## src/logic/fdoc_pkg.sv

```systemverilog
package fdoc_pkg;

  // host port addresses
  localparam logic [9:0] ADDR_DRIVE_OUTPUT_CONTROL = 10'h03f2;
  localparam logic [9:0] ADDR_TAPE_DRIVE_SELECT    = 10'h03f3;

  // drive output control field positions
  localparam int unsigned DRV_NUM_LSB   = 0;
  localparam int unsigned DRV_NUM_MSB   = 1;
  localparam int unsigned SOFT_RST_BIT  = 2;
  localparam int unsigned DMA_GATE_BIT  = 3;
  localparam int unsigned MOTOR_LSB     = 4;
  localparam int unsigned MOTOR_MSB     = 7;

  // reset values
  localparam logic [7:0] DOC_RESET  = 8'h00;
  localparam logic [1:0] TAPE_RESET = 2'h0;

  // software reset timing
  localparam int unsigned SOFT_RST_MIN_NS = 100;
  localparam int unsigned CLK_PERIOD_NS   = 8;
  localparam int unsigned SOFT_RST_MIN_CYC =
    (SOFT_RST_MIN_NS + CLK_PERIOD_NS - 1) / CLK_PERIOD_NS;

  typedef enum logic [1:0] {
    FDOC_DEC_NORMAL   = 2'b00,
    FDOC_DEC_SWAPPED  = 2'b01,
    FDOC_DEC_EXTERNAL = 2'b10
  } fdoc_decode_t;

  typedef enum logic [1:0] {
    FDOC_SYS_LEGACY_AT = 2'b00,
    FDOC_SYS_LEGACY_30 = 2'b01,
    FDOC_SYS_ALTERNATE = 2'b10
  } fdoc_sysmode_t;

  // host write/read request
  typedef struct packed {
    logic       wr;
    logic       rd;
    logic [9:0] addr;
    logic [7:0] wdata;
  } fdoc_host_req_t;

  // drive pins, all active low
  typedef struct packed {
    logic [3:0] select_low;
    logic [3:0] spindle_low;
  } fdoc_drive_pins_t;

endpackage

```

## src/logic/fdoc_decode.sv

```systemverilog
module fdoc_decode (
  // register contents
  input  wire logic [7:0]                doc,
  input  wire fdoc_pkg::fdoc_decode_t    mode,
  // decoded active-low drive pins
  output fdoc_pkg::fdoc_drive_pins_t     pins
);

  logic [1:0] num;
  logic [3:0] motor;
  logic [3:0] sel;

  always_comb
  begin
    num   = doc[fdoc_pkg::DRV_NUM_MSB:fdoc_pkg::DRV_NUM_LSB];
    motor = doc[fdoc_pkg::MOTOR_MSB:fdoc_pkg::MOTOR_LSB];
    sel   = 4'h0;
    pins  = '{select_low: 4'hf, spindle_low: 4'hf};
    unique case (mode)
      fdoc_pkg::FDOC_DEC_SWAPPED:
      begin
        // drives 0 and 1 exchange their lines
        sel[{num[1], num[0] ^ ~num[1]}] = motor[num];
        pins.select_low  = ~sel;
        pins.spindle_low = ~{motor[3], motor[2], motor[0], motor[1]};
      end
      fdoc_pkg::FDOC_DEC_EXTERNAL:
      begin
        // binary number out, one shared motor line
        pins.select_low  = {2'b11, num};
        pins.spindle_low = {3'b111, ~motor[num]};
      end
      default:
      begin
        // normal; an unused mode code falls back here
        sel[num]         = motor[num];
        pins.select_low  = ~sel;
        pins.spindle_low = ~motor;
      end
    endcase
  end

endmodule

```

## src/logic/fdoc_top.sv

```systemverilog
// Function
// - hardware reset clears the output control register; software reset leaves it; writes always.
// - bits 1:0 are a binary drive number; at most one drive selected.
// - writing 0 to bit 2 holds the controller in reset until 1 written.
// - software reset leaves rate, config and other control bits unchanged.
// - software reset lasts at least 100 ns; back-to-back low/high writes work.
// - in legacy modes bit 3 enables dma request/ack, terminal count and irq.
// - legacy, gate clear: ignore ack and count, float request and irq.
// - legacy: gate bit reads zero after hardware reset; software reset leaves it.
// - alternate mode: dma and irq pins always enabled; gate still cleared.
// - bits 7:4 drive motor outputs 3:0, active low, in normal decode; swapped and external decode remap them.
// - tape register stored, unused internally, kept over software reset.
// - tape register read in normal mode drives only bits 1:0.
// - tape bits encode none, drive 1, 2 or 3; stored only.
// - normal decode selects numbered drive only with its motor bit set.
// - swapped decode exchanges drives 0 and 1, selects and motors.
// - external decode outputs binary number and one shared motor line.
module fdoc_top (
  // clock and reset
  input  wire logic                      mclk,
  input  wire logic                      rst_n,
  // host i/o port
  input  wire fdoc_pkg::fdoc_host_req_t  host_req,
  output logic [7:0]                     host_rdata,
  output logic [7:0]                     host_rdata_oe_n,
  // configuration
  input  wire fdoc_pkg::fdoc_decode_t    decode_mode,
  input  wire fdoc_pkg::fdoc_sysmode_t   sys_mode,
  // controller-core side dma, interrupt and soft reset
  input  wire logic                      core_dma_req,
  input  wire logic                      core_irq,
  output logic                           core_dma_ack,
  output logic                           core_term_count,
  output logic                           core_soft_reset,
  // dma and interrupt pins
  input  wire logic                      dma_ack_low,
  input  wire logic                      term_count,
  output logic                           dma_req_out,
  output logic                           dma_req_oe_n,
  output logic                           floppy_irq_line,
  output logic                           floppy_irq_oe_n,
  // drive pins
  output fdoc_pkg::fdoc_drive_pins_t     drive_pins
);

  // hold counter wide enough for the minimum soft reset length
  localparam int unsigned HOLD_W = $clog2(fdoc_pkg::SOFT_RST_MIN_CYC);

  logic [7:0]                  drive_output_control;
  logic [7:0]                  next_drive_output_control;
  logic [1:0]                  tape_choice_bit;
  logic [1:0]                  next_tape_choice_bit;
  logic [7:0]                  next_host_rdata;
  logic [7:0]                  next_host_rdata_oe_n;
  fdoc_pkg::fdoc_drive_pins_t  dec_pins;
  logic                        gate_open;
  logic                        soft_reset_low;
  logic                        next_core_dma_ack;
  logic                        next_core_term_count;
  logic                        next_dma_req_out;
  logic                        next_dma_req_oe_n;
  logic                        next_irq;
  logic                        next_irq_oe_n;
  logic                        next_core_soft_reset;
  logic [HOLD_W-1:0]           soft_rst_hold;
  logic [HOLD_W-1:0]           next_soft_rst_hold;

  function automatic logic hit(input logic [9:0] a, input logic [9:0] target);
    hit = (a == target);
  endfunction

  // register writes
  always_comb
  begin
    next_drive_output_control = drive_output_control;
    next_tape_choice_bit      = tape_choice_bit;
    if (host_req.wr && hit(host_req.addr, fdoc_pkg::ADDR_DRIVE_OUTPUT_CONTROL))
    begin
      next_drive_output_control = host_req.wdata;
    end
    if (host_req.wr && hit(host_req.addr, fdoc_pkg::ADDR_TAPE_DRIVE_SELECT))
    begin
      next_tape_choice_bit = host_req.wdata[1:0];
    end
  end

  // only hardware reset touches these; the soft reset bit never feeds back here
  always_ff @(posedge mclk)
  begin
    if (!rst_n)
    begin
      drive_output_control <= fdoc_pkg::DOC_RESET;
      tape_choice_bit      <= fdoc_pkg::TAPE_RESET;
    end
    else
    begin
      drive_output_control <= next_drive_output_control;
      tape_choice_bit      <= next_tape_choice_bit;
    end
  end

  // reads: tape register floats bits 7:2; unmapped addresses float all
  always_comb
  begin
    next_host_rdata      = 8'h00;
    next_host_rdata_oe_n = 8'hff;
    if (host_req.rd && hit(host_req.addr, fdoc_pkg::ADDR_DRIVE_OUTPUT_CONTROL))
    begin
      next_host_rdata      = drive_output_control;
      next_host_rdata_oe_n = 8'h00;
    end
    else if (host_req.rd && hit(host_req.addr, fdoc_pkg::ADDR_TAPE_DRIVE_SELECT))
    begin
      next_host_rdata      = {6'h00, tape_choice_bit};
      next_host_rdata_oe_n = 8'hfc;
    end
  end

  fdoc_decode u_decode (
    .doc  (drive_output_control),
    .mode (decode_mode),
    .pins (dec_pins)
  );

  // dma and interrupt gating
  always_comb
  begin
    soft_reset_low       = drive_output_control[fdoc_pkg::SOFT_RST_BIT];
    gate_open            = (sys_mode == fdoc_pkg::FDOC_SYS_ALTERNATE)
                         || drive_output_control[fdoc_pkg::DMA_GATE_BIT];
    next_core_dma_ack    = gate_open && !dma_ack_low;
    next_core_term_count = gate_open && term_count;
    next_dma_req_out     = gate_open && core_dma_req;
    next_dma_req_oe_n    = !gate_open;
    next_irq             = gate_open && core_irq;
    next_irq_oe_n        = !gate_open;
  end

  // stretch: a low/high write pair one cycle apart is still a full-length reset
  always_comb
  begin
    next_soft_rst_hold = soft_rst_hold;
    if (!soft_reset_low)
    begin
      next_soft_rst_hold = HOLD_W'(fdoc_pkg::SOFT_RST_MIN_CYC - 1);
    end
    else if (soft_rst_hold != '0)
    begin
      next_soft_rst_hold = soft_rst_hold - HOLD_W'(1);
    end
    next_core_soft_reset = !soft_reset_low || (soft_rst_hold != '0);
  end

  always_ff @(posedge mclk)
  begin
    if (!rst_n)
    begin
      host_rdata      <= 8'h00;
      host_rdata_oe_n <= 8'hff;
      drive_pins      <= '{select_low: 4'hf, spindle_low: 4'hf};
      core_soft_reset <= 1'b1;
      core_dma_ack    <= 1'b0;
      core_term_count <= 1'b0;
      dma_req_out     <= 1'b0;
      // legacy modes float the pins through reset; alternate mode keeps them driven
      dma_req_oe_n    <= (sys_mode != fdoc_pkg::FDOC_SYS_ALTERNATE);
      floppy_irq_line <= 1'b0;
      floppy_irq_oe_n <= (sys_mode != fdoc_pkg::FDOC_SYS_ALTERNATE);
      soft_rst_hold   <= '0;
    end
    else
    begin
      host_rdata      <= next_host_rdata;
      host_rdata_oe_n <= next_host_rdata_oe_n;
      drive_pins      <= dec_pins;
      core_soft_reset <= next_core_soft_reset;
      soft_rst_hold   <= next_soft_rst_hold;
      core_dma_ack    <= next_core_dma_ack;
      core_term_count <= next_core_term_count;
      dma_req_out     <= next_dma_req_out;
      dma_req_oe_n    <= next_dma_req_oe_n;
      floppy_irq_line <= next_irq;
      floppy_irq_oe_n <= next_irq_oe_n;
    end
  end

endmodule

```

## config.mk

```make
export PLATFORM = sky130hd
export DESIGN_NAME = fdoc_top
export DESIGN_NICKNAME = d
export VERILOG_FILES = /design/src/logic/fdoc_pkg.sv /design/src/logic/fdoc_decode.sv /design/src/logic/fdoc_top.sv
export SDC_FILE = /design/constraint.sdc
export NUM_CORES = 1
export LEC_CHECK = 0
export ABC_AREA = 1
export BUFFER_PORTS_ARGS = -buffer_cell sky130_fd_sc_hd__buf_2
export CORE_UTILIZATION = 30
export CTS_BUF_LIST = sky130_fd_sc_hd__clkbuf_8
export DETAILED_ROUTE_END_ITERATION = 8
export HOLD_SLACK_MARGIN = 0.15
export MAX_ROUTING_LAYER = met4
export PLACE_DENSITY_LB_ADDON = 0.1
export RECOVER_POWER = 50
export SLEW_MARGIN = 10
export SYNTH_ARGS = -nofsm -noshare
export SYNTH_HDL_FRONTEND = slang
export SYNTH_SLANG_ARGS = --single-unit
```

## constraint.sdc

```tcl
create_clock -name mclk -period 1.5 [get_ports mclk]
set_clock_uncertainty 0.2 [all_clocks]
set_input_delay 0.075 -clock mclk [delete_from_list [all_inputs] [get_ports mclk]]
set_output_delay 0.075 -clock mclk [all_outputs]
set_load 0.01 [all_outputs]
```

Word level (Yosys, flattened, before mapping). Index checks and enable logic that the tools add are counted. W data, S select, Z words.

Word-level logic and storage cells: 66. Register bits after elaboration: 44. Output and inout bits: 31.

Mux-type cells: 14. Order comparisons: 4. Bitwise logic cells: 9. Eq/ne operators: 7. Reduce and logical (&&, ||, !) cells: 17. $add $sub $neg: 1.

Operators by type and width (number): $eq A10 B10 Y1 const B (2); $mux W8 (2); $not A4 Y4 (4); $pmux W8 S2 (1); $logic_and A1 B1 Y1 (10); $and A4 B4 Y4 (2); $mux W4 (2); $lt A2 B3 Y1 const B (2); $demux W1 S2 (2); $eq A2 B2 Y1 const B (2); $ge A2 B1 Y1 const B (2); $mux W1 (4); $mux W2 (2); $reduce_bool A4 Y1 (1); $sub A4 B1 Y4 const B (1); $logic_not A1 Y1 (3); $bmux W1 S2 (1); $eq A2 B1 Y1 const B (1); $logic_or A1 B1 Y1 (2); $ne A2 B1 Y1 const B (1); $ne A2 B2 Y1 const B (1); $not A1 Y1 (2); $reduce_and A2 Y1 (1); $xor A1 B1 Y1 (1).

Longest topological paths before layout. Gate-level depths: netlist (run 1).

Depth in word-level cells: 9. Depth in mapped cells: 7.

Hierarchy. From an unflattened synthesis (run 1), not the netlist that was laid out.

Cells, all modules: 215. Area, all modules: 1665.3 um^2.

Modules (own cells, without submodules): fdoc_top (times used 1, cells an instance 175, area an instance 1446.4 um^2); fdoc_decode (times used 1, cells an instance 40, area an instance 219.0 um^2).

Worst setup path after synthesis (run 1). No wires, ideal clock.

Path type: reg2reg. Start point: register soft_rst_hold[0]. End point: register soft_rst_hold[0]. Stages on the path, launching flop included: 7. Arrival time: 0.931 ns. Slack: 0.299 ns. Period minus slack after synthesis: 1.201 ns. Required time: 1.230 ns. Path buffers: 0. Cell sequence: dfxtp_1 inv_1 ha_1 nand3_1 inv_1 nand2_1 a21oi_1.

Cells in the longest elaborated chain, start to end: 1. Elaborated cells between the ends (all ways): 2. Classes of those cells: 1 x add/sub; 1 x reduce/logical.

RTL lines: from (decl) (RTL line fdoc_top.sv:65) `logic [HOLD_W-1:0] soft_rst_hold;`; from (signal assigned) (RTL line fdoc_top.sv:177) `soft_rst_hold <= next_soft_rst_hold;`; $sub A4 B1 Y4 / $reduce_bool A4 Y1 (equally long branches) (RTL line fdoc_top.sv:149, fdoc_top.sv:147).

Several ways; a longest one is shown, not always the timed one. A chain may end at the register's enable or synchronous reset.

Worst setup path after layout (run 1).
Start point: input sys_mode[0]. End point: register floppy_irq_oe_n.

Cells in the longest elaborated chain, start to end: 4. Elaborated cells between the ends (all ways): 5. Classes of those cells: 2 x eq/ne; 1 x mux; 2 x reduce/logical.

RTL lines: from (decl) (RTL line fdoc_top.sv:28) `input wire fdoc_pkg::fdoc_sysmode_t sys_mode,`; $eq A2 B2 Y1 (RTL line fdoc_top.sv:129) `gate_open = (sys_mode == fdoc_pkg::FDOC_SYS_ALTERNATE)`; $logic_or A1 B1 Y1 (RTL line fdoc_top.sv:130) `|| drive_output_control[fdoc_pkg::DMA_GATE_BIT];`; $logic_not A1 Y1 (RTL line fdoc_top.sv:136) `next_irq_oe_n = !gate_open;`; $mux W1 (*) (RTL line fdoc_top.sv:156) `if (!rst_n)`; to (signal assigned) (RTL line fdoc_top.sv:168) `floppy_irq_oe_n <= (sys_mode != fdoc_pkg::FDOC_SYS_ALTERNATE);`; to (signal assigned) (RTL line fdoc_top.sv:183) `floppy_irq_oe_n <= next_irq_oe_n;`; to (decl) (RTL line fdoc_top.sv:41) `output logic floppy_irq_oe_n,`.

Every way passes the cells marked *; elsewhere a longest branch is shown, timed or not.

==> impl_metrics.yaml, run 1 <==
job:
  maxCapViolCount: 0
global_routing:
  antenna_found_initial: 0
  grt_pass1_vias: 1330
  grt_first_pass_wirelength_mm: 5.89
  grt_max_degree: 13
  gr-total-overflow: 0
  grt_use_total_pct: 14.7
die:
  start_util_pct: 31.2
  num_rows: 26
  dieArea_mm2: 0.00560
  pin_count: 61
  fp.dieW_um: 74.9
  core_area_mm2: 0.00511
  die-height_um: 74.9
sta:
  hold_slack_ns: -0.0269
  setup_violations: 0
  hold_violations: 1
  worst_pin_slew_ns: 0.460
  max_freq_ghz: 0.683
  drv_slew: 0
  slew_headroom_pct: 69.0
  final.min_clock_period_ns: 1.46
  min_period_over_period_pct: 97.7
synth:
  syn_area_per_cell_um2: 7.69
  synth_compound_area_share_pct: 5.50
  synthSimpleGateAreaFrac_pct: 32.4
  synth_xor_area_share_pct: 0
  muxShareOfSynthArea_pct: 0
  yosysWarnings: 0
  synth.distinct_cells: 19
  synthAdderAreaFrac_pct: 3.14
  ys_seq_elements: 38
  synth_top_family_by_area: "simple AND/OR/NAND/NOR gates"
  yosysSeqAreaShare_pct: 47.8
  synth_area_mm2: 0.00159
  syn_inst: 207
  syn-num-nets: 241
clock_network:
  cts_buffers: 5
  htreeDepth: 2
  cts.sink_count: 38
  cts_setup_buffers: 0
  clk_latency_ns: 0.29
  clk_pin_slew_ns: 0.08
  cts_tree: "yes"
  cts_buffer_depth: 2
  cts-root-buf: "clkbuf_8"
critical_path:
  critPathSlowestCell: "dlygate4sd3_1"
  cp_num_buf_inv: 3
  cp-start-kind: "input port"
  arrival_ns: 1.45
  endpoint_kind: "register"
  slowest_delay_ns: 0.56
  cp.required_ns: 1.48
  cpLargestDelayFamily: "buffers and inverters"
  path_cells: "dlygate4sd3_1 -> buf_2 -> nor2_2 -> dlygate4sd3_1 -> a21oi_1"
  crit_type: "input port to register"
  critPathMostFrequentCell: "dlygate4sd3_1"
  path_max_fanout: 2
drt:
  wirelength_mm: 3.83
  drtIter0Drc: 37
  wl_per_cell_um: 10.3
  avgViaCountPerCell: 4.13
  ant_nets: 0
  drcViolationCount: 0
  firstDrtPassIters: 5
  num_vias: 1533
pwr:
  power.leakage_nw: 1.13
  total_power_mw: 2.32
  powerDensity_mw_per_mm2: 972
  ir_worst_vdd_uv: 373
final_layout:
  n_antenna_cell: 0
  mostFrequentLayoutCells: "45 x nand2_1, 38 x dfxtp_1, 34 x nor2_1"
  final_common_cell: "nand2_1"
  drive_gt1_share_pct: 18.6
  stdcell_area_mm2: 0.00238
  final_nets: 334
  syn_to_final_growth_pct: 49.6
placed_design:
  dp_hpwl_mm: 2.62
  gp_congestion: 0.809
  io_buffers: 60
  placed_area_mm2: 0.00193
min_path:
  worstHoldPathType: "input port to register"
run_status:
  violations: "hold timing"
  status: "finished, violations left"
## worst register-to-register path: stages, from the launching register on
cell and delay (ns):
dfxtp_1 0.34, inv_1 0.04, nand2_1 0.05, nand2_1 0.04, dlygate4sd3_1 0.54, nor2_1 0.08
## final timing paths
kind	start	slack, ns	cells after the start	endpoint
hold reg to reg	drive_output_control[3]$_SDFFE_PN0P_	0.25	1	floppy_irq_oe_n$_DFF_P_
setup / recovery	sys_mode[0]	0.04	5	floppy_irq_oe_n$_DFF_P_
hold / removal	host_req[8]	-0.03	4	host_rdata[2]$_SDFF_PN0_
setup reg to reg	tape_choice_bit[0]$_SDFFE_PN0P_	0.15	5	tape_choice_bit[0]$_SDFFE_PN0P_
## logic make-up after synthesis
kind of cell / Yosys count
fa+ha+maj: 4
flops: 38
simple gates: 110
buf+inv: 40
compound gates: 15
## layer usage
metal | track usage (%) | up-vias | share of wire (%)
li1 | - | 818 | -
met1 | 18.3 | 650 | 49
met2 | 23.2 | 63 | 43
met3 | 4.02 | 2 | 6.5
met4 | 4.40 | 0 | 0.73
met5 | - | - | 0
## flip-flops by register name, indices dropped and copies added (netlist names)
register and flops:
drive_output_control 8, drive_pins 8, host_rdata 8, soft_rst_hold 4, host_rdata_oe_n 2, tape_choice_bit 2
core_dma_ack 1, core_soft_reset 1, core_term_count 1, dma_req_out 1, floppy_irq_line 1, floppy_irq_oe_n 1
## per-stage QoR
stage / TNS, ns / util, % / instances / setup WS (ns) / hold WS, ns
after global placement: 0 / 37.8 / 330 / 0.179 / 0.0395
after floorplan: 0 / - / 207 / 0.299 / -0.0526
after CTS: 0 / 46.1 / 366 / 0.0284 / -0.0358
final: 0 / 46.7 / 371 / 0.0352 / -0.0269
after detailed placement: 0 / 37.8 / 330 / 0.159 / 0.0373
after global routing: -0.0122 / 46.7 / 371 / -0.0122 / -0.0136
## power by group
group / leakage, nW / internal (mW) / switching (mW)
logic: 0.745 / 0.107 / 0.108
registers: 0.309 / 1.03 / 0.00621
clock network: 0.0714 / 0.709 / 0.357
total: 1.13 / 1.85 / 0.471
## final cells by class
class | count | area (um^2)
Fill cell | 551 | 2720
Sequential cell | 38 | 761
Multi-Input combinational cell | 129 | 667
Timing Repair Buffer | 95 | 609
Inverter | 31 | 116
Tap cell | 70 | 87.6
Clock buffer | 6 | 82.6
Clock inverter | 2 | 60.1
## cells in the mapped netlist (all sizes together)
library cell	instances	area, um^2
nand3	14	70.1
nand2	45	169
a21oi	6	30.0
buf	9	62.6
nor2	45	211
ha	4	50.1
nand4	6	65.1
inv	31	116
o2111ai	2	17.5
dfxtp	38	761
o21ai	5	25.0
o211ai	1	7.51
a211oi	1	7.51
## repair_timing
item,CTS,global route
setup endpoints to repair,0,7
endpoints found under the hold margin,37,10
hold buffers,28,5
gates resized for setup,0,6
Power figures use the tool's default switching activity.
==> run 2, diff against run 1 <==
MAX_ROUTING_LAYER = not set   (was met4)
clock period = 1.7 ns   (was 1.5 ns; I/O delays follow)
==> run 2 against run 1 <==
  * The run now ends clean
  * Clock-buffer cell count down 1
  * Worst setup slack better by 0.095 ns
  * First-iteration DRC count up 130%
  * Largest power group unchanged
  * Wire length down 0.16%
==> impl_metrics.yaml, run 2 (synthesized netlist as in run 1, its figures left out) <==
sta:
  worst_pin_slew_ns: 0.414
  hold_violations: 0
  rsz0062_at_grt: "no"
  setup_violations: 0
  tns_ns: 0
  slew_headroom_pct: 72.1
  final.min_clock_period_ns: 1.57
  drv_slew: 0
  min_period_over_period_pct: 92.3
  max_freq_ghz: 0.637
placed_design:
  gp_congestion: 0.795
  dp_hpwl_mm: 2.61
  place_inst: 329
  io_buffers: 60
critical_path:
  rrSetupSlack_ns: 0.32
  slowest_delay_ns: 0.52
  critPathMostFrequentCell: "inv_1"
  cp.required_ns: 1.67
  path_max_fanout: 6
  critPathSlowestCell: "dlygate4sd3_1"
  path_cells: "dlygate4sd3_1 -> buf_2 -> inv_1 -> ha_1 -> inv_1 -> a21oi_1 -> o211ai_1"
  endpoint_kind: "register"
  crit_type: "input port to register"
  arrival_ns: 1.54
  cp-start-kind: "input port"
die:
  pin_count: 61
  die-height_um: 74.9
  num_rows: 26
  fp.dieW_um: 74.9
  core_area_mm2: 0.00511
  start_util_pct: 31.2
  dieArea_mm2: 0.00560
final_layout:
  drive_gt1_share_pct: 17.5
  multi_input_area_um2: 653
  final_common_cell: "nand2_1"
  n_antenna_cell: 0
  layout.cells.non_filler: 372
  mostFrequentLayoutCells: "45 x nand2_1, 38 x dfxtp_1, 36 x nor2_1"
  final_nets: 335
  utilization_pct: 46.5
  regArea_um2: 761
  nFillCells: 556
  syn_to_final_growth_pct: 49.1
  reg_top3: "drive_output_control x8, drive_pins x8, host_rdata x8"
drt:
  wl_per_cell_um: 10.3
  drcViolationCount: 0
  num_vias: 1573
  wirelength_mm: 3.83
  firstDrtPassIters: 4
  drtIter0Drc: 85
  avgViaCountPerCell: 4.23
  ant_nets: 0
clock_network:
  cts_buffer_depth: 2
  cts_buffers: 5
  htreeDepth: 2
  cts_tree: "yes"
  cts.sink_count: 38
  cts_setup_buffers: 0
  clk_latency_ns: 0.29
  cts-root-buf: "clkbuf_8"
  clk_pin_slew_ns: 0.08
run_status:
  status: "finished, final reports clean"
global_routing:
  gr-total-overflow: 0
  antenna_found_initial: 0
  grt_pass1_vias: 1409
  grt_use_total_pct: 14.5
  grt_max_degree: 14
  grt_first_pass_wirelength_mm: 6.02
pwr:
  power.leakage_nw: 1.14
  ir_worst_vdd_uv: 322
  powerDensity_mw_per_mm2: 848
min_path:
  worstHoldPathType: "input port to register"
job:
  maxCapViolCount: 0
run 2: cell count changes in the layout (fill, tap and decap cells not counted), sizes merged:
cell / previous run / this run
dlygate4sd3: 33 / 35
clkinv: 0 / 1
buf: 31 / 30
clkbuf: 37 / 36
run 2: per-layer routing:
| metal | part of all wire [%] | vias to the layer above | track usage, % | wire, um |
|---|---|---|---|---|
| met3 | 6.3 | 6 | 3.75 | 241 |
| met2 | 44 | 62 | 24.1 | 1690 |
| li1 | - | 820 | - | - |
| met4 | 1.7 | 0 | 5.66 | 64 |
| met1 | 48 | 685 | 17.8 | 1830 |
| met5 | 0 | - | 0 | 0 |
run 2: area by class of cell:
| cell class | count | share of cell area, % |
|---|---|---|
| Clock buffer | 5 | 2.90 |
| Clock inverter | 3 | 2.90 |
| Inverter | 31 | 4.90 |
| Multi-Input combinational cell | 129 | 27.5 |
| Sequential cell | 38 | 32.0 |
| Tap cell | 70 | 3.69 |
| Timing Repair Buffer | 96 | 26.1 |
run 2: timing repair:
item / in CTS / in global routing
hold buffers: 34 / 2
resized for setup: 0 / 0
endpoints found under the setup margin: 0 / 2
endpoints found under the hold margin: 35 / 2
run 2: per-stage QoR:
step	hold WS (ns)	instance area, um^2	worst slack (ns)	power (mW)
floorplan	-0.0426	1590	0.499	1.01
global placement	0.0489	1930	0.390	1.08
detailed placement	0.0453	1930	0.370	1.08
CTS	0.160	2400	0.0673	2.04
global route	0.195	2370	0.00268	2.11
finish	0.162	2370	0.130	2.01
run 2: where the power goes:
| group | total [mW] | internal, mW | switching [mW] | leakage (nW) |
|---|---|---|---|---|
| combinational | 0.182 | 0.0913 | 0.0905 | 0.758 |
| clock | 0.918 | 0.588 | 0.330 | 0.0683 |
| sequential | 0.914 | 0.908 | 0.00635 | 0.309 |
| total | 2.01 | 1.59 | 0.427 | 1.14 |
run 2: path summary, 6_finish.rpt:
path                                   startpoint                                    to  depth (start not counted)
min reg2reg  drive_output_control[3]$_SDFFE_PN0P_               floppy_irq_oe_n$_DFF_P_                          1
max reg2reg       tape_choice_bit[0]$_SDFFE_PN0P_       tape_choice_bit[0]$_SDFFE_PN0P_                          5
min                                   host_req[8]  drive_output_control[4]$_SDFFE_PN0P_                          6
max                                decode_mode[0]              drive_pins[1]$_SDFF_PN1_                          7
run 2: worst max-delay path: cells and delay by family:
family                   cells  cell delay (ns)
AO/OA/AOI/OAI                2             0.33
buffers and inverters        4             0.77
adder cells (fa/ha/maj)      1             0.35
